`src/inc/aux_cmd_pkg.sv`:
```
package aux_cmd_pkg;
    // ==========================================================
    // Register map, byte addresses
    // ==========================================================
    localparam int ADDR_W = 10;
    localparam logic [9:0] OFF_CTRL = 10'h000;
    localparam logic [9:0] OFF_CMD_STAT = 10'h004;
    localparam logic [9:0] OFF_JOG = 10'h008;
    localparam logic [9:0] OFF_IRQ_STAT = 10'h00C;
    localparam logic [9:0] OFF_IRQ_MASK = 10'h010;
    localparam logic [9:0] OFF_READ_CNT = 10'h014;
    localparam logic [9:0] OFF_STATE_BASE = 10'h140;
    localparam logic [9:0] OFF_STATE_END = 10'h1C0;
    // ==========================================================
    // Field positions
    // ==========================================================
    localparam int CTRL_REQ_BIT = 0;
    localparam int CTRL_CMD_LSB = 1;
    localparam int CTRL_AXIS_LSB = 8;
    localparam int CTRL_INH_BIT = 16;
    localparam int STAT_CODE_LSB = 16;
    localparam int IRQ_DONE_BIT = 0;
    localparam int IRQ_ERR_BIT = 1;
    localparam int JOG_BITS = 3;
    localparam int JOG_CW = 0;
    localparam int JOG_CCW = 1;
    localparam int JOG_FAST = 2;
    // Words of each axis state window
    localparam logic [3:0] W_FLAGS = 4'h0;
    localparam logic [3:0] W_MCODE = 4'h1;
    localparam logic [3:0] W_POS = 4'h2;
    localparam logic [3:0] W_ERR = 4'h3;
    localparam logic [3:0] W_HOME = 4'h4;
    localparam logic [7:0] AX_WORDS = 8'h05;
    localparam int FL_MOVING = 0;
    localparam int FL_ERROR = 1;
    localparam int FL_ORIGIN = 2;
    localparam int FL_MCODE = 3;
    localparam int FL_JOG = 4;
    localparam int FL_INHIBIT = 5;
    // ==========================================================
    // Commands and error numbers
    // ==========================================================
    localparam logic [1:0] CMD_FLOAT = 2'h0;
    localparam logic [1:0] CMD_MCLEAR = 2'h1;
    localparam logic [1:0] CMD_ERR_RST = 2'h2;
    localparam logic [15:0] ERR_NONE = 16'h0000;
    localparam logic [15:0] ERR_AXIS = 16'h0006;
    localparam logic [15:0] ERR_MOVING = 16'h00D4;
    localparam logic [7:0] READ_CNT_RST = AX_WORDS;
endpackage : aux_cmd_pkg

```
`src/core/positioning_aux_command_handler.sv`:
```
`timescale 1ns/1ps
module positioning_aux_command_handler #(
    parameter int NUM_AXES = 2
) (
    input wire logic mclk_in,
    input wire logic rst_in,
    input wire logic [aux_cmd_pkg::ADDR_W-1:0] address_in,
    input wire logic read_in,
    input wire logic write_in,
    input wire logic [31:0] writedata_in,
    input wire logic [3:0] byteenable_in,
    output logic [31:0] readdata_out,
    output logic waitrequest_out,
    output logic irq_out,
    input wire logic module_fault_in,
    input wire logic scan_end_in,
    input wire logic [1:0] axis_moving_in,
    input wire logic [1:0] mcode_mode_in,
    input wire logic [1:0] mcode_set_in,
    input wire logic [15:0] mcode_num_in,
    input wire logic [1:0] pos_upd_in,
    input wire logic [31:0] pos_val_in,
    input wire logic [1:0] inhibit_set_in,
    output logic [1:0] jog_cw_out,
    output logic [1:0] jog_ccw_out,
    output logic [1:0] jog_fast_out,
    output logic [1:0] mcode_on_out,
    output logic [1:0] inhibit_out,
    output logic [1:0] axis_error_out,
    output logic ready_out
);
    import aux_cmd_pkg::*;

    initial begin
        if (NUM_AXES != 2) begin
            $error("Only two axes are served");
        end
    end

    typedef struct packed {
        logic ack;
        logic [31:0] rdata;
        logic req;
        logic req_prev;
        logic [1:0] cmd;
        logic [7:0] axis;
        logic inh_cancel;
        logic done;
        logic [15:0] stat;
        logic [5:0] jog_stage;
        logic [5:0] jog_act;
        logic [1:0] irq_stat;
        logic [1:0] irq_mask;
        logic [7:0] read_cnt;
        logic [1:0] mcode_on;
        logic [1:0][15:0] mcode_num;
        logic [1:0][31:0] pos;
        logic [1:0][31:0] home;
        logic [1:0][15:0] err_code;
        logic [1:0] origin;
        logic [1:0] inhibit;
        logic init;
        logic ready;
    } state_s;

    state_s s_r;
    state_s s_nxt;
    logic start;
    logic ax;
    logic ax_ok;

    // ==========================================================
    // Helpers
    // ==========================================================
    function automatic logic [31:0] be_merge(input logic [31:0] old_v,
                                             input logic [31:0] new_v,
                                             input logic [3:0] be);
        logic [31:0] r;
        r = old_v;
        for (int i = 0; i < 4; i++) begin
            if (be[i]) begin
                r[i*8 +: 8] = new_v[i*8 +: 8];
            end
        end
        return r;
    endfunction : be_merge

    function automatic logic [31:0] state_word(input state_s s, input logic a,
                                               input logic [3:0] w,
                                               input logic [1:0] moving);
        logic [31:0] r;
        r = 32'h0000_0000;
        if ({4'h0, w} < s.read_cnt) begin
            case (w)
                W_FLAGS: begin
                    r[FL_MOVING] = moving[a];
                    r[FL_ERROR] = (s.err_code[a] != ERR_NONE);
                    r[FL_ORIGIN] = s.origin[a];
                    r[FL_MCODE] = s.mcode_on[a];
                    r[FL_JOG] = |s.jog_act[a*JOG_BITS +: 2];
                    r[FL_INHIBIT] = s.inhibit[a];
                end
                W_MCODE: r = {16'h0000, s.mcode_num[a]};
                W_POS: r = s.pos[a];
                W_ERR: r = {16'h0000, s.err_code[a]};
                W_HOME: r = s.home[a];
                default: r = 32'h0000_0000;
            endcase
        end
        return r;
    endfunction : state_word

    // ==========================================================
    // Next state
    // ==========================================================
    always_comb begin
        logic [9:0] off;
        logic [15:0] code;
        logic [31:0] w;
        off = address_in - OFF_STATE_BASE;
        code = ERR_NONE;
        w = 32'h0000_0000;
        s_nxt = s_r;
        ax = s_r.axis[0];
        ax_ok = (s_r.axis < 8'h02);
        // Only a fresh rising edge counts; a held request does nothing
        start = s_r.req & ~s_r.req_prev;
        s_nxt.req_prev = s_r.req;

        // Bus: one wait cycle, read data latched for the accepting edge
        s_nxt.ack = (read_in | write_in) & ~s_r.ack;
        if (read_in & ~s_r.ack) begin
            case (address_in)
                OFF_CTRL: begin
                    w[CTRL_REQ_BIT] = s_r.req;
                    w[CTRL_CMD_LSB +: 2] = s_r.cmd;
                    w[CTRL_AXIS_LSB +: 8] = s_r.axis;
                    w[CTRL_INH_BIT] = s_r.inh_cancel;
                end
                OFF_CMD_STAT: w = {s_r.stat, 15'h0000, s_r.done};
                OFF_JOG: w = {26'h000_0000, s_r.jog_stage};
                OFF_IRQ_STAT: w = {30'h0000_0000, s_r.irq_stat};
                OFF_IRQ_MASK: w = {30'h0000_0000, s_r.irq_mask};
                OFF_READ_CNT: w = {24'h00_0000, s_r.read_cnt};
                default: begin
                    if (address_in >= OFF_STATE_BASE && address_in < OFF_STATE_END) begin
                        w = state_word(s_r, off[6], off[5:2], axis_moving_in);
                    end
                end
            endcase
            s_nxt.rdata = w;
        end

        // Motion side events
        for (int a = 0; a < 2; a++) begin
            if (pos_upd_in[a]) begin
                s_nxt.pos[a] = pos_val_in;
            end
        end

        // Command execution
        if (start) begin
            if (!ax_ok) begin
                code = ERR_AXIS;
            end else begin
                case (s_r.cmd)
                    CMD_FLOAT: begin
                        if (axis_moving_in[ax]) begin
                            code = ERR_MOVING;
                        end else begin
                            // Home word is loaded as present position, no search
                            s_nxt.pos[ax] = s_r.home[ax];
                            s_nxt.origin[ax] = 1'b1;
                        end
                    end
                    CMD_MCLEAR: begin
                        // Axes set for immediate output keep their code
                        if (mcode_mode_in[ax]) begin
                            s_nxt.mcode_on[ax] = 1'b0;
                            s_nxt.mcode_num[ax] = 16'h0000;
                        end
                    end
                    CMD_ERR_RST: begin
                        s_nxt.err_code[ax] = ERR_NONE;
                        if (s_r.inh_cancel) begin
                            s_nxt.inhibit[ax] = 1'b0;
                        end
                    end
                    default: code = ERR_NONE;
                endcase
                if (code != ERR_NONE) begin
                    s_nxt.err_code[ax] = code;
                end
            end
            s_nxt.done = 1'b1;
            s_nxt.stat = code;
        end

        // Set wins over clear for hardware-set flags
        for (int a = 0; a < 2; a++) begin
            if (mcode_set_in[a]) begin
                s_nxt.mcode_on[a] = 1'b1;
                s_nxt.mcode_num[a] = mcode_num_in;
            end
            if (inhibit_set_in[a]) begin
                s_nxt.inhibit[a] = 1'b1;
            end
        end

        // Register writes, on the accepting edge only
        if (write_in & s_r.ack) begin
            case (address_in)
                OFF_CTRL: begin
                    w = {15'h0000, s_r.inh_cancel, s_r.axis, 5'h00, s_r.cmd, s_r.req};
                    w = be_merge(w, writedata_in, byteenable_in);
                    s_nxt.req = w[CTRL_REQ_BIT];
                    s_nxt.cmd = w[CTRL_CMD_LSB +: 2];
                    s_nxt.axis = w[CTRL_AXIS_LSB +: 8];
                    s_nxt.inh_cancel = w[CTRL_INH_BIT];
                end
                OFF_JOG: begin
                    w = be_merge({26'h000_0000, s_r.jog_stage}, writedata_in, byteenable_in);
                    s_nxt.jog_stage = w[5:0];
                end
                OFF_IRQ_STAT: begin
                    if (byteenable_in[0]) begin
                        s_nxt.irq_stat = s_r.irq_stat & ~writedata_in[1:0];
                    end
                end
                OFF_IRQ_MASK: begin
                    if (byteenable_in[0]) begin
                        s_nxt.irq_mask = writedata_in[1:0];
                    end
                end
                OFF_READ_CNT: begin
                    if (byteenable_in[0]) begin
                        s_nxt.read_cnt = writedata_in[7:0];
                    end
                end
                default: begin
                    if (address_in >= OFF_STATE_BASE && address_in < OFF_STATE_END
                        && off[5:2] == W_HOME) begin
                        s_nxt.home[off[6]] = be_merge(s_r.home[off[6]], writedata_in,
                                                      byteenable_in);
                    end
                end
            endcase
        end

        // Interrupt events set after any clear
        if (start) begin
            s_nxt.irq_stat[IRQ_DONE_BIT] = 1'b1;
            if (code != ERR_NONE) begin
                s_nxt.irq_stat[IRQ_ERR_BIT] = 1'b1;
            end
        end

        // Jog image swapped only at scan end, even mid-jog
        if (scan_end_in) begin
            s_nxt.jog_act = s_r.jog_stage;
        end

        s_nxt.init = 1'b1;
        s_nxt.ready = s_r.init & ~module_fault_in;
    end

    always_ff @(posedge mclk_in) begin
        if (rst_in) begin
            s_r <= '0;
            s_r.read_cnt <= READ_CNT_RST;
        end else begin
            s_r <= s_nxt;
        end
    end

    // ==========================================================
    // Outputs
    // ==========================================================
    assign waitrequest_out = (read_in | write_in) & ~s_r.ack;
    assign readdata_out = s_r.rdata;
    assign irq_out = |(s_r.irq_stat & s_r.irq_mask);
    assign mcode_on_out = s_r.mcode_on;
    assign inhibit_out = s_r.inhibit;
    assign ready_out = s_r.ready;

    generate
        for (genvar a = 0; a < 2; a++) begin : g_axis
            assign jog_cw_out[a] = s_r.jog_act[a*JOG_BITS+JOG_CW];
            assign jog_ccw_out[a] = s_r.jog_act[a*JOG_BITS+JOG_CCW];
            assign jog_fast_out[a] = s_r.jog_act[a*JOG_BITS+JOG_FAST];
            assign axis_error_out[a] = (s_r.err_code[a] != ERR_NONE);
        end
    endgenerate

    // ==========================================================
    // Assertions
    // ==========================================================
    property p_bad_axis;
        @(posedge mclk_in) disable iff (rst_in)
        start && !ax_ok |=> s_r.stat == ERR_AXIS && s_r.done;
    endproperty
    a_bad_axis: assert property (p_bad_axis) else $error("bad axis not error 6");

    property p_float_load;
        @(posedge mclk_in) disable iff (rst_in)
        start && ax_ok && s_r.cmd == CMD_FLOAT && !axis_moving_in[ax]
        |=> s_r.pos[$past(ax)] == $past(s_r.home[ax]) && s_r.origin[$past(ax)];
    endproperty
    a_float_load: assert property (p_float_load) else $error("float origin not loaded");

    property p_float_moving;
        @(posedge mclk_in) disable iff (rst_in)
        start && ax_ok && s_r.cmd == CMD_FLOAT && axis_moving_in[ax] && !pos_upd_in[ax]
        |=> s_r.stat == ERR_MOVING && s_r.pos[$past(ax)] == $past(s_r.pos[ax]);
    endproperty
    a_float_moving: assert property (p_float_moving) else $error("moving float accepted");

    property p_mclear;
        @(posedge mclk_in) disable iff (rst_in)
        start && ax_ok && s_r.cmd == CMD_MCLEAR && mcode_mode_in[ax] && !mcode_set_in[ax]
        |=> !mcode_on_out[$past(ax)] && s_r.mcode_num[$past(ax)] == 16'h0000;
    endproperty
    a_mclear: assert property (p_mclear) else $error("m code not released");

    property p_done_holds;
        @(posedge mclk_in) disable iff (rst_in)
        s_r.done |=> s_r.done [*3];
    endproperty
    a_done_holds: assert property (p_done_holds) else $error("done dropped");

    property p_level_ignored;
        @(posedge mclk_in) disable iff (rst_in)
        s_r.req && s_r.req_prev |-> !start;
    endproperty
    a_level_ignored: assert property (p_level_ignored) else $error("held request restarted");

    property p_jog_hold;
        @(posedge mclk_in) disable iff (rst_in)
        !scan_end_in |=> $stable(jog_cw_out) && $stable(jog_ccw_out) && $stable(jog_fast_out);
    endproperty
    a_jog_hold: assert property (p_jog_hold) else $error("jog changed mid scan");

    property p_jog_load;
        @(posedge mclk_in) disable iff (rst_in)
        scan_end_in |=> s_r.jog_act == $past(s_r.jog_stage);
    endproperty
    a_jog_load: assert property (p_jog_load) else $error("jog not refreshed");

    property p_err_reset;
        @(posedge mclk_in) disable iff (rst_in)
        start && ax_ok && s_r.cmd == CMD_ERR_RST |=> !axis_error_out[$past(ax)];
    endproperty
    a_err_reset: assert property (p_err_reset) else $error("error not cleared");

    property p_err_latch;
        @(posedge mclk_in) disable iff (rst_in)
        axis_error_out[0] && !(start && ax == 1'b0 && s_r.cmd == CMD_ERR_RST && ax_ok)
        |=> axis_error_out[0];
    endproperty
    a_err_latch: assert property (p_err_latch) else $error("error lost");

    property p_ready_fault;
        @(posedge mclk_in) disable iff (rst_in)
        module_fault_in |=> !ready_out;
    endproperty
    a_ready_fault: assert property (p_ready_fault) else $error("ready with fault");

    property p_bus_answer;
        @(posedge mclk_in) disable iff (rst_in)
        (read_in || write_in) && waitrequest_out |=> !waitrequest_out;
    endproperty
    a_bus_answer: assert property (p_bus_answer) else $error("bus answer late");

    c_float_ok: cover property (@(posedge mclk_in) disable iff (rst_in)
        start && ax_ok && s_r.cmd == CMD_FLOAT && !axis_moving_in[ax]);
    c_float_busy: cover property (@(posedge mclk_in) disable iff (rst_in)
        start && ax_ok && s_r.cmd == CMD_FLOAT && axis_moving_in[ax]);
    c_mclear: cover property (@(posedge mclk_in) disable iff (rst_in)
        start && ax_ok && s_r.cmd == CMD_MCLEAR && s_r.mcode_on[ax]);
    c_jog_run: cover property (@(posedge mclk_in) disable iff (rst_in)
        scan_end_in && jog_cw_out[0] && jog_fast_out[0]);
endmodule : positioning_aux_command_handler

```
`config.mk`:
```
export PLATFORM = sky130hd
export DESIGN_NAME = positioning_aux_command_handler
export DESIGN_NICKNAME = d
export VERILOG_FILES = /design/src/inc/aux_cmd_pkg.sv /design/src/core/positioning_aux_command_handler.sv
export SDC_FILE = /design/constraint.sdc
export NUM_CORES = 1
export LEC_CHECK = 0
export BUFFER_PORTS_ARGS = -buffer_cell sky130_fd_sc_hd__buf_2
export CORE_ASPECT_RATIO = 1.1
export CORE_UTILIZATION = 63
export DETAILED_ROUTE_END_ITERATION = 7
export PLACE_DENSITY = 0.85
export SKIP_LAST_GASP = 1
export SLEW_MARGIN = 40
export SYNTH_ARGS = -nofsm -noshare
export SYNTH_HDL_FRONTEND = slang
export SYNTH_SLANG_ARGS = --single-unit
```
`constraint.sdc`:
```
create_clock -name mclk_in -period 3.7 [get_ports mclk_in]
set_input_delay 0.555 -clock mclk_in [delete_from_list [all_inputs] [get_ports mclk_in]]
set_output_delay 0.555 -clock mclk_in [all_outputs]
set_load 0.005 [all_outputs]
```
==> impl_metrics.ini <==
[status]
status = finished, violations left
violations = design-rule violations

[worst_setup_path]
critPathKind = reg -> reg
cp_max_fo = 48
crit_required_ns = 4.08
path_cells = or4_4, nor4_4, nand3_2, buf_4, nor2_1, a211oi_1
start_kind = register
endpoint_kind = register
worstPathArrival_ns = 3.19
crit_path_max_incr_delay_ns = 0.60
cp_slowest_cell = or4_4

[floorplanning]
core_area_um2 = 20100
start_util_pct = 65.0
die_x_um = 139
rows = 54
io_pins = 157
die_area_um2 = 21300
die_y_um = 153

[synthesis]
ys_top_cells_by_area = dfxtp_1 42%, mux2i_1 9.3%, nor2_1 7.0%
synth_mux_area_share_pct = 17.6
synthCells = 1475
synth_top_family_by_area = multiplexers
synth_xor_area_share_pct = 0.0672
synth-seq-cells = 274
netlist_area_um2 = 13000
syn_nets = 1588
yosys.cell_types.count = 60
ys_top_cells_by_count = 274 x dfxtp_1, 242 x nor2_1, 143 x a21oi_1, 121 x mux2i_1, 82 x nand2_1
synth-edff-count = 0
synth_ff_type = dfxtp_1
async_reset_ff_share_pct = 0
synth_top_area_share_pct = 42.1
synth_compound_area_share_pct = 15.3
yosysSeqAreaShare_pct = 42.1
yosysTopAreaCell = dfxtp_1
synth_warnings = 0
synth_fa_ha_area_share_pct = 0.288
synth.most_common_cell = dfxtp_1
synth_simple_gate_area_share_pct = 16.9
avgSynthCellArea_um2 = 8.84

[placement]
port-buffer-count = 156
dp_slack_ns = 0.714
routabilityCongestion = 0.985
dp_hpwl_um = 25500
placed_area_um2 = 13500

[route]
vias_per_cell = 6.52
drt_iter0_markers = 1543
via_count = 11700
post_drt_wl_per_cell_um = 21.3
drt-total-wl_um = 38300
ant_nets = 0
firstDrtPassIters = 8
drc = 15

[sta]
setup_slack_ns = 0.891
slew_headroom_pct = 44.7
hold_ws_ns = 0.158
setup_viol = 0
slew_violations = 0
fin_crit_ns = 2.81
fmax_mhz = 356
worst_slew_pin_slew_ns = 0.830
rsz0062_at_grt = false
min_period_over_period_pct = 75.9
skew_ns = 0.0182
hold_viol = 0
fin_tns_setup_ns = 0

[power_and_ir_drop]
p_per_area_nw_per_um2 = 469
p_leak_nw = 6.10
fin_total_pwr_mw = 6.82
vdd_ir_drop_max_mv = 0.593

[cts]
cts_tree = built
cts_buffer_depth = 3
cts_made_buffers = 28
clk_latency_ns = 0.55
clockRootBuffer = clkbuf_16
path_clk_slew_ns = 0.07
postCtsHoldBufs = 0
cts_resized = 0
cts_setup_buffers = 0
cts.sinks = 274
htree_levels = 1

[global_routing]
antenna_found_initial = 4
grt_use_total_pct = 35.6
grt_pass1_vias = 11200
grt_overflow = 0
grt_pass1_wl_um = 60500
grt_max_degree = 136

[min_path]
hp-class = in -> reg

[flow_run]
cap_violations = 0

[layout]
fin_area_um2 = 14600
area_growth_pct = 11.7
num-fill-cells = 1438
drive_gt1_share_pct = 21.1
layout.nets = 1634
cell usage in the layout, fill, tap and decap left out, types with 5 or more instances in the layout:
master     count
nand3_1       63
clkbuf_16     29
buf_2        153
o22ai_1       22
mux4_2        14
o221ai_1      11
o21a_1         9
clkbuf_8       9
and2_1        27
a211oi_1      34
dfxtp_1      274
nand2_1       82
a22oi_1       35
buf_4         21
and3_1         5
bufinv_16      5
nor4_1        10
a21oi_1      142
mux2i_1      121
nor3_1         6
mux2_2        68
a221oi_1      19
nor2_1       242
inv_1         39
o21ai_0       26
per-layer routing:
metal  vias to the layer above  global-route usage [%]  routed length, um
li1                       5257                       -                  -
met1                      5537                    48.1              15300
met2                       804                    55.1              16900
met4                         0                    16.1               1620
met3                       130                    7.08               4440
met5                         -                       0                  0
metrics by stage:
stage	util [%]	cells
2_1_floorplan	-	1475
3_3_place_gp	67.1	1742
3_5_place_dp	67.3	1743
4_1_cts	72.5	1795
5_1_grt	72.6	1799
6_report	72.6	1799
where the power goes:
part	switching, mW	internal, mW
sequential	0.0494	3.03
combinational	0.343	0.245
clock	1.20	1.96
total	1.59	5.24
final cells by class:
class	count	area [um^2]	share of cell area [%]
Multi-Input combinational cell	999	6550	45.0
Sequential cell	274	5490	37.7
Timing Repair Buffer	178	1000	6.88
Clock buffer	42	865	5.94
Tap cell	252	315	2.17
Clock inverter	10	184	1.26
Inverter	40	150	1.03
Antenna cell	4	10.0	0.0687
cell families after synthesis:
family,Yosys count
DFF,274
buffers and inverters,202
AOI/OAI and AO/OA,317
xor gates and xnor gates,1
adders and majority gates,3
and+or+nand+nor,475
muxes,203
path summary, 6_finish.rpt:
kind	slack, ns	start	cells past startpoint	end
worst max-delay path	0.89	s_r[245]	6	s_r[150]
worst min-delay path	0.16	module_fault_in	2	ready_out
worst max register to register	0.89	s_r[245]	6	s_r[150]
worst min register to register	0.45	s_r[5]	2	s_r[5]
critical path, delay by kind of cell, from the launching register on:
kind	cells	cell delay (ns)
buffers and inverters	1	0.45
and+or+nand+nor	4	1.74
DFF	1	0.35
AOI/OAI and AO/OA	1	0.09
Note: power is estimated with default switching activity, not from simulation.
